===== src/hw/telemetry_pkg.sv =====
package telemetry_pkg;

  // ****************************************************************
  // channel and command space
  // ****************************************************************
  localparam int unsigned NUM_CHANNELS = 8;     // eight supply channels
  localparam int unsigned CH_W = 3;             // channel index width

  // command codes selected over the command port
  localparam logic [2:0] CMD_INPUT_VOLTAGE = 3'h0;
  localparam logic [2:0] CMD_OUTPUT_VOLTAGE = 3'h1;
  localparam logic [2:0] CMD_JUNCTION_TEMP = 3'h2;
  localparam logic [2:0] CMD_PROTOCOL_REV = 3'h3;
  localparam logic [2:0] CMD_CONFIG_WORD = 3'h4;

  // ****************************************************************
  // fixed values
  // ****************************************************************
  localparam logic [7:0] PROTOCOL_REVISION = 8'h11;      // revision 1.1
  localparam logic [15:0] CONFIG_WRITE_MASK = 16'h0fff;  // top nibble reserved
  localparam logic [15:0] CONFIG_RESET = 16'h0000;
  localparam logic [15:0] TELEMETRY_RESET = 16'h0000;

  // ****************************************************************
  // configuration word field positions
  // ****************************************************************
  localparam int unsigned CFG_FAST_SERVO_OFF = 11;
  localparam int unsigned CFG_SUPERVISOR_RES = 10;
  localparam int unsigned CFG_ADC_HIRES = 9;
  localparam int unsigned CFG_CONTROL_SEL = 8;
  localparam int unsigned CFG_SERVO_CONT = 7;
  localparam int unsigned CFG_SERVO_ON_WARN = 6;
  localparam int unsigned CFG_DAC_MODE_HI = 5;
  localparam int unsigned CFG_DAC_MODE_LO = 4;

  // dac mode encodings
  localparam logic [1:0] DAC_SOFT_SERVO = 2'h0;
  localparam logic [1:0] DAC_DISCONNECTED = 2'h1;
  localparam logic [1:0] DAC_IMMEDIATE = 2'h2;
  localparam logic [1:0] DAC_SOFT_ONLY = 2'h3;

  // output-voltage reading format
  localparam logic FMT_LINEAR16 = 1'b0;
  localparam logic FMT_LINEAR11 = 1'b1;

endpackage


===== src/hw/telemetry_readout_and_channel_config.sv =====
`timescale 1ns/100ps
// Overview of operation
// - input voltage read returns latest linear-11 sample
// - output voltage read returns latest sample, linear-16 unless hires
// - odd hires channel reads linear-11 millivolts
// - temperature read returns latest linear-11 sample
// - revision read-only, always 0x11
// - config top nibble ignores writes, reads zero
// - bit 11 zero enables fast servo
// - bit 10 selects supervisor resolution
// - bit 9 hires only on odd channels
// - bit 8 selects control pin
// - bit 7 continuous servo, dac mode 00
// - bit 6 re-servo on warning, limited
// - one config word per channel
// - dac mode field governs dac use
module telemetry_readout_and_channel_config
  import telemetry_pkg::*;
(
  input wire logic clk,
  input wire logic rst,
  // command port from the serial protocol engine
  input wire logic cmd_valid,
  input wire logic cmd_write,
  input wire logic [2:0] cmd_code,
  input wire logic [telemetry_pkg::CH_W-1:0] cmd_page,
  input wire logic [15:0] cmd_wdata,
  output logic [15:0] cmd_rdata,
  output logic cmd_rvalid,
  output logic cmd_error,
  // conversion results from the adc sequencer
  input wire logic adc_vin_valid,
  input wire logic [15:0] adc_vin_l11,
  input wire logic adc_vout_valid,
  input wire logic [telemetry_pkg::CH_W-1:0] adc_vout_ch,
  input wire logic [15:0] adc_vout_data,
  input wire logic adc_temp_valid,
  input wire logic [15:0] adc_temp_l11,
  // control pins
  input wire logic control_pin_zero,
  input wire logic control_pin_one,
  // decoded per-channel controls
  output logic [telemetry_pkg::NUM_CHANNELS-1:0] fast_servo_en,
  output logic [telemetry_pkg::NUM_CHANNELS-1:0] supervisor_coarse,
  output logic [telemetry_pkg::NUM_CHANNELS-1:0] adc_hires,
  output logic [telemetry_pkg::NUM_CHANNELS-1:0] channel_control,
  output logic [telemetry_pkg::NUM_CHANNELS-1:0] servo_continuous,
  output logic [telemetry_pkg::NUM_CHANNELS-1:0] servo_on_warn,
  output logic [2*telemetry_pkg::NUM_CHANNELS-1:0] dac_mode,
  output logic [telemetry_pkg::NUM_CHANNELS-1:0] vout_format
);
  import telemetry_pkg::*;

  // ****************************************************************
  // helper functions
  // ****************************************************************

  // hires current sensing exists only on odd channels
  function automatic logic hires_of(input logic [15:0] cfg, input int unsigned ch);
    hires_of = cfg[CFG_ADC_HIRES] & (ch[0] == 1'b1);
  endfunction

  // ****************************************************************
  // state
  // ****************************************************************
  logic [15:0] vin_q, vin_d;                       // latest input voltage word
  logic [15:0] temp_q, temp_d;                     // latest junction temperature word
  logic [15:0] vout_q [NUM_CHANNELS];              // latest per-channel output words
  logic [15:0] vout_d [NUM_CHANNELS];
  logic [15:0] cfg_q [NUM_CHANNELS];               // per-channel configuration words
  logic [15:0] cfg_d [NUM_CHANNELS];
  logic [15:0] rdata_q, rdata_d;                   // read answer
  logic rvalid_q, rvalid_d;                        // answer strobe
  logic error_q, error_d;                          // unsupported command strobe
  logic [NUM_CHANNELS-1:0] fast_q, fast_d;
  logic [NUM_CHANNELS-1:0] sup_q, sup_d;
  logic [NUM_CHANNELS-1:0] hires_q, hires_d;
  logic [NUM_CHANNELS-1:0] ctl_q, ctl_d;
  logic [NUM_CHANNELS-1:0] cont_q, cont_d;
  logic [NUM_CHANNELS-1:0] warn_q, warn_d;
  logic [2*NUM_CHANNELS-1:0] mode_q, mode_d;
  logic [NUM_CHANNELS-1:0] fmt_q, fmt_d;

  // ****************************************************************
  // telemetry capture
  // ****************************************************************

  // whole words are latched in one edge, so a read never mixes two conversions
  always_comb begin
    vin_d = vin_q;
    temp_d = temp_q;
    if (adc_vin_valid) begin
      vin_d = adc_vin_l11;
    end
    if (adc_temp_valid) begin
      temp_d = adc_temp_l11;
    end
  end

  // sequencer already formats the word per channel mode; we only store it
  always_comb begin
    for (int i = 0; i < NUM_CHANNELS; i++) begin
      vout_d[i] = vout_q[i];
      if (adc_vout_valid && (adc_vout_ch == i[CH_W-1:0])) begin
        vout_d[i] = adc_vout_data;
      end
    end
  end

  always_ff @(posedge clk) begin
    if (rst) begin
      vin_q <= TELEMETRY_RESET;
      temp_q <= TELEMETRY_RESET;
      for (int i = 0; i < NUM_CHANNELS; i++) begin
        vout_q[i] <= TELEMETRY_RESET;
      end
    end else begin
      vin_q <= vin_d;
      temp_q <= temp_d;
      for (int i = 0; i < NUM_CHANNELS; i++) begin
        vout_q[i] <= vout_d[i];
      end
    end
  end

  // ****************************************************************
  // configuration storage
  // ****************************************************************

  // only the addressed page is touched; reserved nibble is never stored
  always_comb begin
    for (int i = 0; i < NUM_CHANNELS; i++) begin
      cfg_d[i] = cfg_q[i];
      if (cmd_valid && cmd_write && (cmd_code == CMD_CONFIG_WORD)
          && (cmd_page == i[CH_W-1:0])) begin
        cfg_d[i] = cmd_wdata & CONFIG_WRITE_MASK;
      end
    end
  end

  always_ff @(posedge clk) begin
    if (rst) begin
      for (int i = 0; i < NUM_CHANNELS; i++) begin
        cfg_q[i] <= CONFIG_RESET;
      end
    end else begin
      for (int i = 0; i < NUM_CHANNELS; i++) begin
        cfg_q[i] <= cfg_d[i];
      end
    end
  end

  // ****************************************************************
  // command answers
  // ****************************************************************

  // reads answer one cycle after the request; writes to read-only words flag an error
  always_comb begin
    rdata_d = rdata_q;
    rvalid_d = 1'b0;
    error_d = 1'b0;
    if (cmd_valid) begin
      case (cmd_code)
        CMD_INPUT_VOLTAGE: begin
          rdata_d = vin_q;
          error_d = cmd_write;
        end
        CMD_OUTPUT_VOLTAGE: begin
          rdata_d = vout_q[cmd_page];
          error_d = cmd_write;
        end
        CMD_JUNCTION_TEMP: begin
          rdata_d = temp_q;
          error_d = cmd_write;
        end
        CMD_PROTOCOL_REV: begin
          rdata_d = {8'h00, PROTOCOL_REVISION};
          error_d = cmd_write;
        end
        CMD_CONFIG_WORD: begin
          rdata_d = cfg_q[cmd_page] & CONFIG_WRITE_MASK;
        end
        default: begin
          // unknown code: answer zero and flag it
          rdata_d = 16'h0000;
          error_d = 1'b1;
        end
      endcase
      rvalid_d = ~cmd_write;
    end
  end

  // ****************************************************************
  // per-channel decode
  // ****************************************************************

  // decode runs every cycle so a control pin change reaches the channel in one edge
  always_comb begin
    for (int i = 0; i < NUM_CHANNELS; i++) begin
      fast_d[i] = ~cfg_q[i][CFG_FAST_SERVO_OFF];
      sup_d[i] = cfg_q[i][CFG_SUPERVISOR_RES];
      hires_d[i] = hires_of(cfg_q[i], i);
      fmt_d[i] = hires_of(cfg_q[i], i) ? FMT_LINEAR11 : FMT_LINEAR16;
      ctl_d[i] = cfg_q[i][CFG_CONTROL_SEL] ? control_pin_one : control_pin_zero;
      mode_d[2*i +: 2] = cfg_q[i][CFG_DAC_MODE_HI:CFG_DAC_MODE_LO];
      // continuous servo only meaningful in soft-connect-and-servo mode
      cont_d[i] = (mode_d[2*i +: 2] == DAC_SOFT_SERVO) & cfg_q[i][CFG_SERVO_CONT];
      warn_d[i] = (mode_d[2*i +: 2] == DAC_SOFT_SERVO) & ~cfg_q[i][CFG_SERVO_CONT]
                  & cfg_q[i][CFG_SERVO_ON_WARN];
    end
  end

  always_ff @(posedge clk) begin
    if (rst) begin
      rdata_q <= 16'h0000;
      rvalid_q <= 1'b0;
      error_q <= 1'b0;
      fast_q <= '0;
      sup_q <= '0;
      hires_q <= '0;
      ctl_q <= '0;
      cont_q <= '0;
      warn_q <= '0;
      mode_q <= '0;
      fmt_q <= '0;
    end else begin
      rdata_q <= rdata_d;
      rvalid_q <= rvalid_d;
      error_q <= error_d;
      fast_q <= fast_d;
      sup_q <= sup_d;
      hires_q <= hires_d;
      ctl_q <= ctl_d;
      cont_q <= cont_d;
      warn_q <= warn_d;
      mode_q <= mode_d;
      fmt_q <= fmt_d;
    end
  end

  // outputs straight from flip-flops
  assign cmd_rdata = rdata_q;
  assign cmd_rvalid = rvalid_q;
  assign cmd_error = error_q;
  assign fast_servo_en = fast_q;
  assign supervisor_coarse = sup_q;
  assign adc_hires = hires_q;
  assign channel_control = ctl_q;
  assign servo_continuous = cont_q;
  assign servo_on_warn = warn_q;
  assign dac_mode = mode_q;
  assign vout_format = fmt_q;

endmodule


===== config.mk =====
export PLATFORM = sky130hd
export DESIGN_NAME = telemetry_readout_and_channel_config
export DESIGN_NICKNAME = d
export VERILOG_FILES = /design/src/hw/telemetry_pkg.sv /design/src/hw/telemetry_readout_and_channel_config.sv
export SDC_FILE = /design/constraint.sdc
export NUM_CORES = 1
export LEC_CHECK = 0
export BUFFER_PORTS_ARGS = -buffer_cell sky130_fd_sc_hd__buf_2
export CAP_MARGIN = 20
export CORE_ASPECT_RATIO = 1.5
export CORE_UTILIZATION = 40
export CTS_CLUSTER_DIAMETER = 60
export CTS_CLUSTER_SIZE = 8
export DETAILED_ROUTE_END_ITERATION = 12
export HOLD_SLACK_MARGIN = 0.02
export SLEW_MARGIN = 10
export SYNTH_ARGS = -nofsm -noshare
export SYNTH_HDL_FRONTEND = slang
export SYNTH_SLANG_ARGS = --single-unit
export TNS_END_PERCENT = 30

===== constraint.sdc =====
create_clock -name clk -period 2.1 [get_ports clk]
set_input_delay 0 -clock clk [delete_from_list [all_inputs] [get_ports clk]]
set_output_delay 0 -clock clk [all_outputs]
set_load 0.01 [all_outputs]

# Yosys cells after proc, flatten, opt, wreduce, memory -nomap -nowiden
# Memories as Yosys holds them, arrays and structs flattened.
# Index checks and enable logic that the tools add are counted.
dict set report totals {
  inputBits 82
  out_inout_bits 90
  ff_bits 122
  ram_bits 256
  memories 2
  wordCells 189
}
# name words word_bits rd rd_clocked_by_memory_dff write_ports line
set mem_list {}
lappend mem_list {cfg_q 8 16 9 0 8 telemetry_readout_and_channel_config.sv:70} ;# logic [15:0] cfg_q [NUM_CHANNELS];
lappend mem_list {vout_q 8 16 1 0 8 telemetry_readout_and_channel_config.sv:68} ;# logic [15:0] vout_q [NUM_CHANNELS];
dict set report op_classes {
  n_eq_ne 26
  n_reduce_logical 39
  n_bitwise 58
  n_mux 49
}
# op n
set op_table {}
lappend op_table {{$mux W16} 32}
lappend op_table {{$pmux W16 S5} 1}
lappend op_table {{$eq A3 B3 Y1 const B} 9}
lappend op_table {{$and A1 B1 Y1} 24}
lappend op_table {{$eq A3 B2 Y1 const B} 6}
lappend op_table {{$logic_and A1 B1 Y1} 18}
lappend op_table {{$not A1 Y1} 18}
lappend op_table {{$logic_not A2 Y1} 8}
lappend op_table {{$or A1 B1 Y1} 16}
lappend op_table {{$reduce_and A2 Y1} 8}
lappend op_table {{$mux W1} 15}
lappend op_table {{$eq A3 B1 Y1 const B} 3}
lappend op_table {{$logic_not A3 Y1} 3}
lappend op_table {{$ne A1 B1 Y1 const B} 8}
lappend op_table {{$reduce_or A4 Y1} 1}
lappend op_table {{$pmux W1 S2} 1}
lappend op_table {{$reduce_or A2 Y1} 1}

# Logic depth before layout (Yosys ltp)
dict set report logic_depth {
  ltp_word 5
  depth_mapped 8
  depth_no_buf 4
}

# Worst setup path before layout
# Ideal clock, no wire load.
dict set report synth_path {
  path_type {register -> register}
  startpoint {memory vout_q[7][12]}
  endpoint {register rdata_q[12] (netlist: cmd_rdata[12])}
  t_arrival_ns 1.339
  required_time_ns 1.968
  setup_slack_ns 0.630
  path_stages_with_launch 5
  synth_period_minus_slack_ns 1.470
  n_path_buf 0
  setup_time_ns 0.132
  path_cell_list {edfxtp_1 > mux4_2 > mux2_4 > a221oi_2 > nor3_1}
}
dict set report synth_between {
  elab_chain_len 2
}
# element line
set synth_lines {}
lappend synth_lines {{start, declared} telemetry_readout_and_channel_config.sv:68}
lappend synth_lines {{$mem_v2 Z8 W16} n/a}
lappend synth_lines {{$pmux W16 S5} telemetry_readout_and_channel_config.sv:163} ;# case (cmd_code)
lappend synth_lines {{end signal, assigned} telemetry_readout_and_channel_config.sv:227} ;# rdata_q <= rdata_d;
lappend synth_lines {{end, declared} telemetry_readout_and_channel_config.sv:72} ;# logic [15:0] rdata_q, rdata_d;
# Every way passes these cells.
# A chain may end at the register's enable or synchronous reset.

==> flow_summary.json <==
{
  "synthAdderAreaFrac_pct": 0,
  "critPathSlowestCell": "dlygate4sd3_1",
  "grt_pass1_vias": 10400,
  "avgRoutedWirePerCell_um": 19.8,
  "cp.depth": 8,
  "finalWirelength_um": 38200,
  "endpoint": "cfg_q[4][10]$_SDFFE_PP0P_",
  "clkSinkCount": 334,
  "synth_top_family_by_area": "multiplexers",
  "core_area_mm2": 0.0342,
  "synth_common_cells": "267 x nor2_1, 206 x dfxtp_1, 205 x mux2i_1",
  "worstHoldPathType": "input port to flip-flop",
  "cts_setup_buffers": 0,
  "drive_gt1_share_pct": 19.8,
  "drt-pass1-iter-count": 9,
  "finalWeightedCongestion": 0.804,
  "critPathKind": "input port to flip-flop",
  "initial_core_util_pct": 40.5,
  "cp_data_required_time_ns": 2.55,
  "grt_max_degree": 76,
  "ys_ff_latch": 334,
  "vias": 10100,
  "clockBufferDepth": 3,
  "finalSetupViolCount": 0,
  "fin_cells": 1929,
  "fin_skew_ns": 0.0266,
  "layout.nets": 1566,
  "crit_buf_inv": 4,
  "period_needed_ns": 1.91,
  "placed_cells_incl_taps": 1757,
  "syn_avg_cell_area_um2": 11.4,
  "synth_compound_area_share_pct": 5.54,
  "final.setup.tns_ns": 0,
  "cp-end-kind": "flip-flop",
  "hold_depth": 3,
  "ant_nets": 0,
  "syn-cell-area_mm2": 0.0138,
  "clk_latency_ns": 0.57,
  "rsz0062_at_grt": "no",
  "ir_worst_vdd_mv": 0.539,
  "power_leakage_uw": 0.00774,
  "critPathLaunchType": "input port",
  "drtIter0Drc": 579,
  "reg2reg_to": "cmd_rdata[11]$_SDFFE_PP0P_",
  "yosys.area_share.simple_pct": 13.3,
  "grt_overflow": 0,
  "ff2ff_setup_slack_ns": 0.57,
  "slowest_delay_ns": 0.57,
  "violations": "DRC",
  "crit_start": "cmd_code[2]",
  "antenna_found_initial": 1,
  "finalHoldViolCount": 0,
  "reg2reg_depth": 4,
  "ys_types": 46,
  "synthMuxAreaShare_pct": 18.7,
  "htree_levels": 2,
  "outcome": "finished with violations",
  "critPathMostFrequentCell": "dlygate4sd3_1",
  "crit_path_cell_trace": "dlygate4sd3_1 -> buf_2 -> and4bb_1 -> nand4_1 -> buf_4 -> mux2i_1 -> nor2_1 -> dlygate4sd3_1",
  "hpwlAfterDp_um": 25100,
  "fmax_mhz": 523,
  "cpLargestDelayFamily": "buffers and inverters",
  "grt_use_total_pct": 21.9,
  "synth.most_common_cell": "nor2_1",
  "fin_crit_sh_pct": 91.0,
  "synth_edf_count": 128,
  "cp_max_fo": 12,
  "pin_count": 172,
  "grt_pass1_wl_um": 58700,
  "core.rowCount": 83,
  "power_density_mw_per_mm2": 863,
  "synth_top_area_share_pct": 29.8,
  "worstMarginPinSlew_ns": 0.625,
  "syn2layout_area_growth_pct": 26.5,
  "die-area_mm2": 0.0353,
  "cts_resized": 0,
  "drc": 1,
  "cts_tree": "done",
  "cts-root-buf": "clkbuf_16",
  "maxSlewViolCount": 0,
  "clkSlewWorstSetupHoldPaths_ns": 0.05,
  "ys.flop_type": "dfxtp_1",
  "synth_warnings": 0,
  "dpl_worst_slack_ns": 0.222,
  "synthTopCellsByArea": "dfxtp_1 30%, edfxtp_1 28%, mux2i_1 15%, nor2_1 7.2%, mux4_2 2.9%",
  "numCtsBuffers": 47,
  "hold_buffers": 103,
  "relSlewSlack_pct": 58.4,
  "synth_xor_area_share_pct": 0,
  "viasPerCell": 5.22,
  "ys_seq_area_share_pct": 57.6,
  "worstPathArrival_ns": 2.37,
  "synth_top_cell_by_area": "dfxtp_1",
  "die_h_um": 230,
  "worst_slack_ns": 0.189,
  "r2r_start": "vout_q[7][11]$_DFFE_PP_",
  "portBuffers": 159,
  "fill_cells": 3026,
  "synthArstFlopShare_pct": 0,
  "die_w_um": 154,
  "drv_cap": 0,
  "synthCells": 1218
}
[tightest hold or removal path, cell delays in order]
cell	delay (ns)
buf_2	0.29
nand3_1	0.14
a311oi_1	0.08
[stage by stage]
stage	total power (uW)	hold WS (ns)	utilization [%]	cell area [um2]
final	15100	0.0210	51.2	17500
after global routing	15600	0.0515	51.2	17500
after CTS	15200	0.0213	51.2	17500
after detailed placement	8220	0.197	44.4	15200
after global placement	8200	0.191	44.4	15200
after floorplan	7820	0.0724	-	13900
[cell usage in the layout (no fill, tap or decap), types with 3 or more instances in the layout]
master / n
buf_12: 9
edfxtp_1: 128
o22ai_1: 18
a21o_1: 7
inv_1: 36
nand2_1: 24
nand2b_1: 33
o21ai_0: 10
nor4_1: 7
nand3_1: 8
and2_1: 3
clkbuf_1: 17
nor4b_1: 7
o221ai_1: 14
a22oi_1: 5
or2_2: 5
mux2i_1: 205
conb_1: 8
nor3_1: 3
dlygate4sd3_1: 103
a221oi_1: 15
buf_4: 43
a21oi_1: 9
dfxtp_1: 206
nand4_1: 8
nor2_1: 267
mux4_2: 18
a31oi_1: 4
clkbuf_16: 47
nor2b_1: 35
buf_2: 157
a41oi_1: 4
mux2_2: 10
a311oi_1: 9
[sequential cells by signal, summed over array words and instances (netlist names), 4 cells and up]
signal	count
supervisor_coarse	8
cfg_q	96
vout_format	4
cmd_rdata	16
servo_continuous	8
channel_control	8
dac_mode	16
servo_on_warn	8
temp_q	16
vin_q	16
fast_servo_en	8
vout_q	128
[routing by layer]
metal  routed length (um)  GRT usage [%]
met5                    0              0
met4                 2260           14.0
met3                 1490           3.02
met2                20100           40.1
met1                14300           23.6
[area by class of cell]
cell class	count	area (um2)	area share, %
flip-flops and latches	334	7970	45.5
multi-input cells	752	5220	29.9
repair buffers	313	2330	13.3
clock buffers	65	1250	7.17
well taps	425	532	3.04
inverters	36	135	0.772
clock inverters	3	48.8	0.279
diodes	1	2.50	0.0143
[logic make-up (layout without fill, tap and decap cells)]
group / count (synthesis) / after routing
buffers and inverters: 139 / 417
other: 1 / 9
AO/OA/AOI/OAI: 103 / 103
multiplexers: 234 / 234
flip-flops: 334 / 334
AND/OR/NAND/NOR: 407 / 407
[where the power goes]
group,switching (uW),total (uW),internal (uW)
combinational,675,1210,532
sequential,79.3,7070,6990
clock,2710,6820,4110
[worst min-delay path by stage]
stage,from,to,slack (ns)
2_1_floorplan,cmd_write,cmd_rvalid$_SDFF_PP0_,0.07
3_3_place_gp,cmd_write,cmd_rvalid$_SDFF_PP0_,0.19
3_5_place_dp,cmd_write,cmd_rvalid$_SDFF_PP0_,0.20
4_1_cts,cmd_page[0],cmd_rdata[15]$_SDFFE_PP0P_,0.02
5_1_grt,cmd_page[0],cmd_rdata[15]$_SDFFE_PP0P_,0.05
6_report,cmd_page[0],cmd_rdata[15]$_SDFFE_PP0P_,0.02
(Power assumes the default switching activity.)
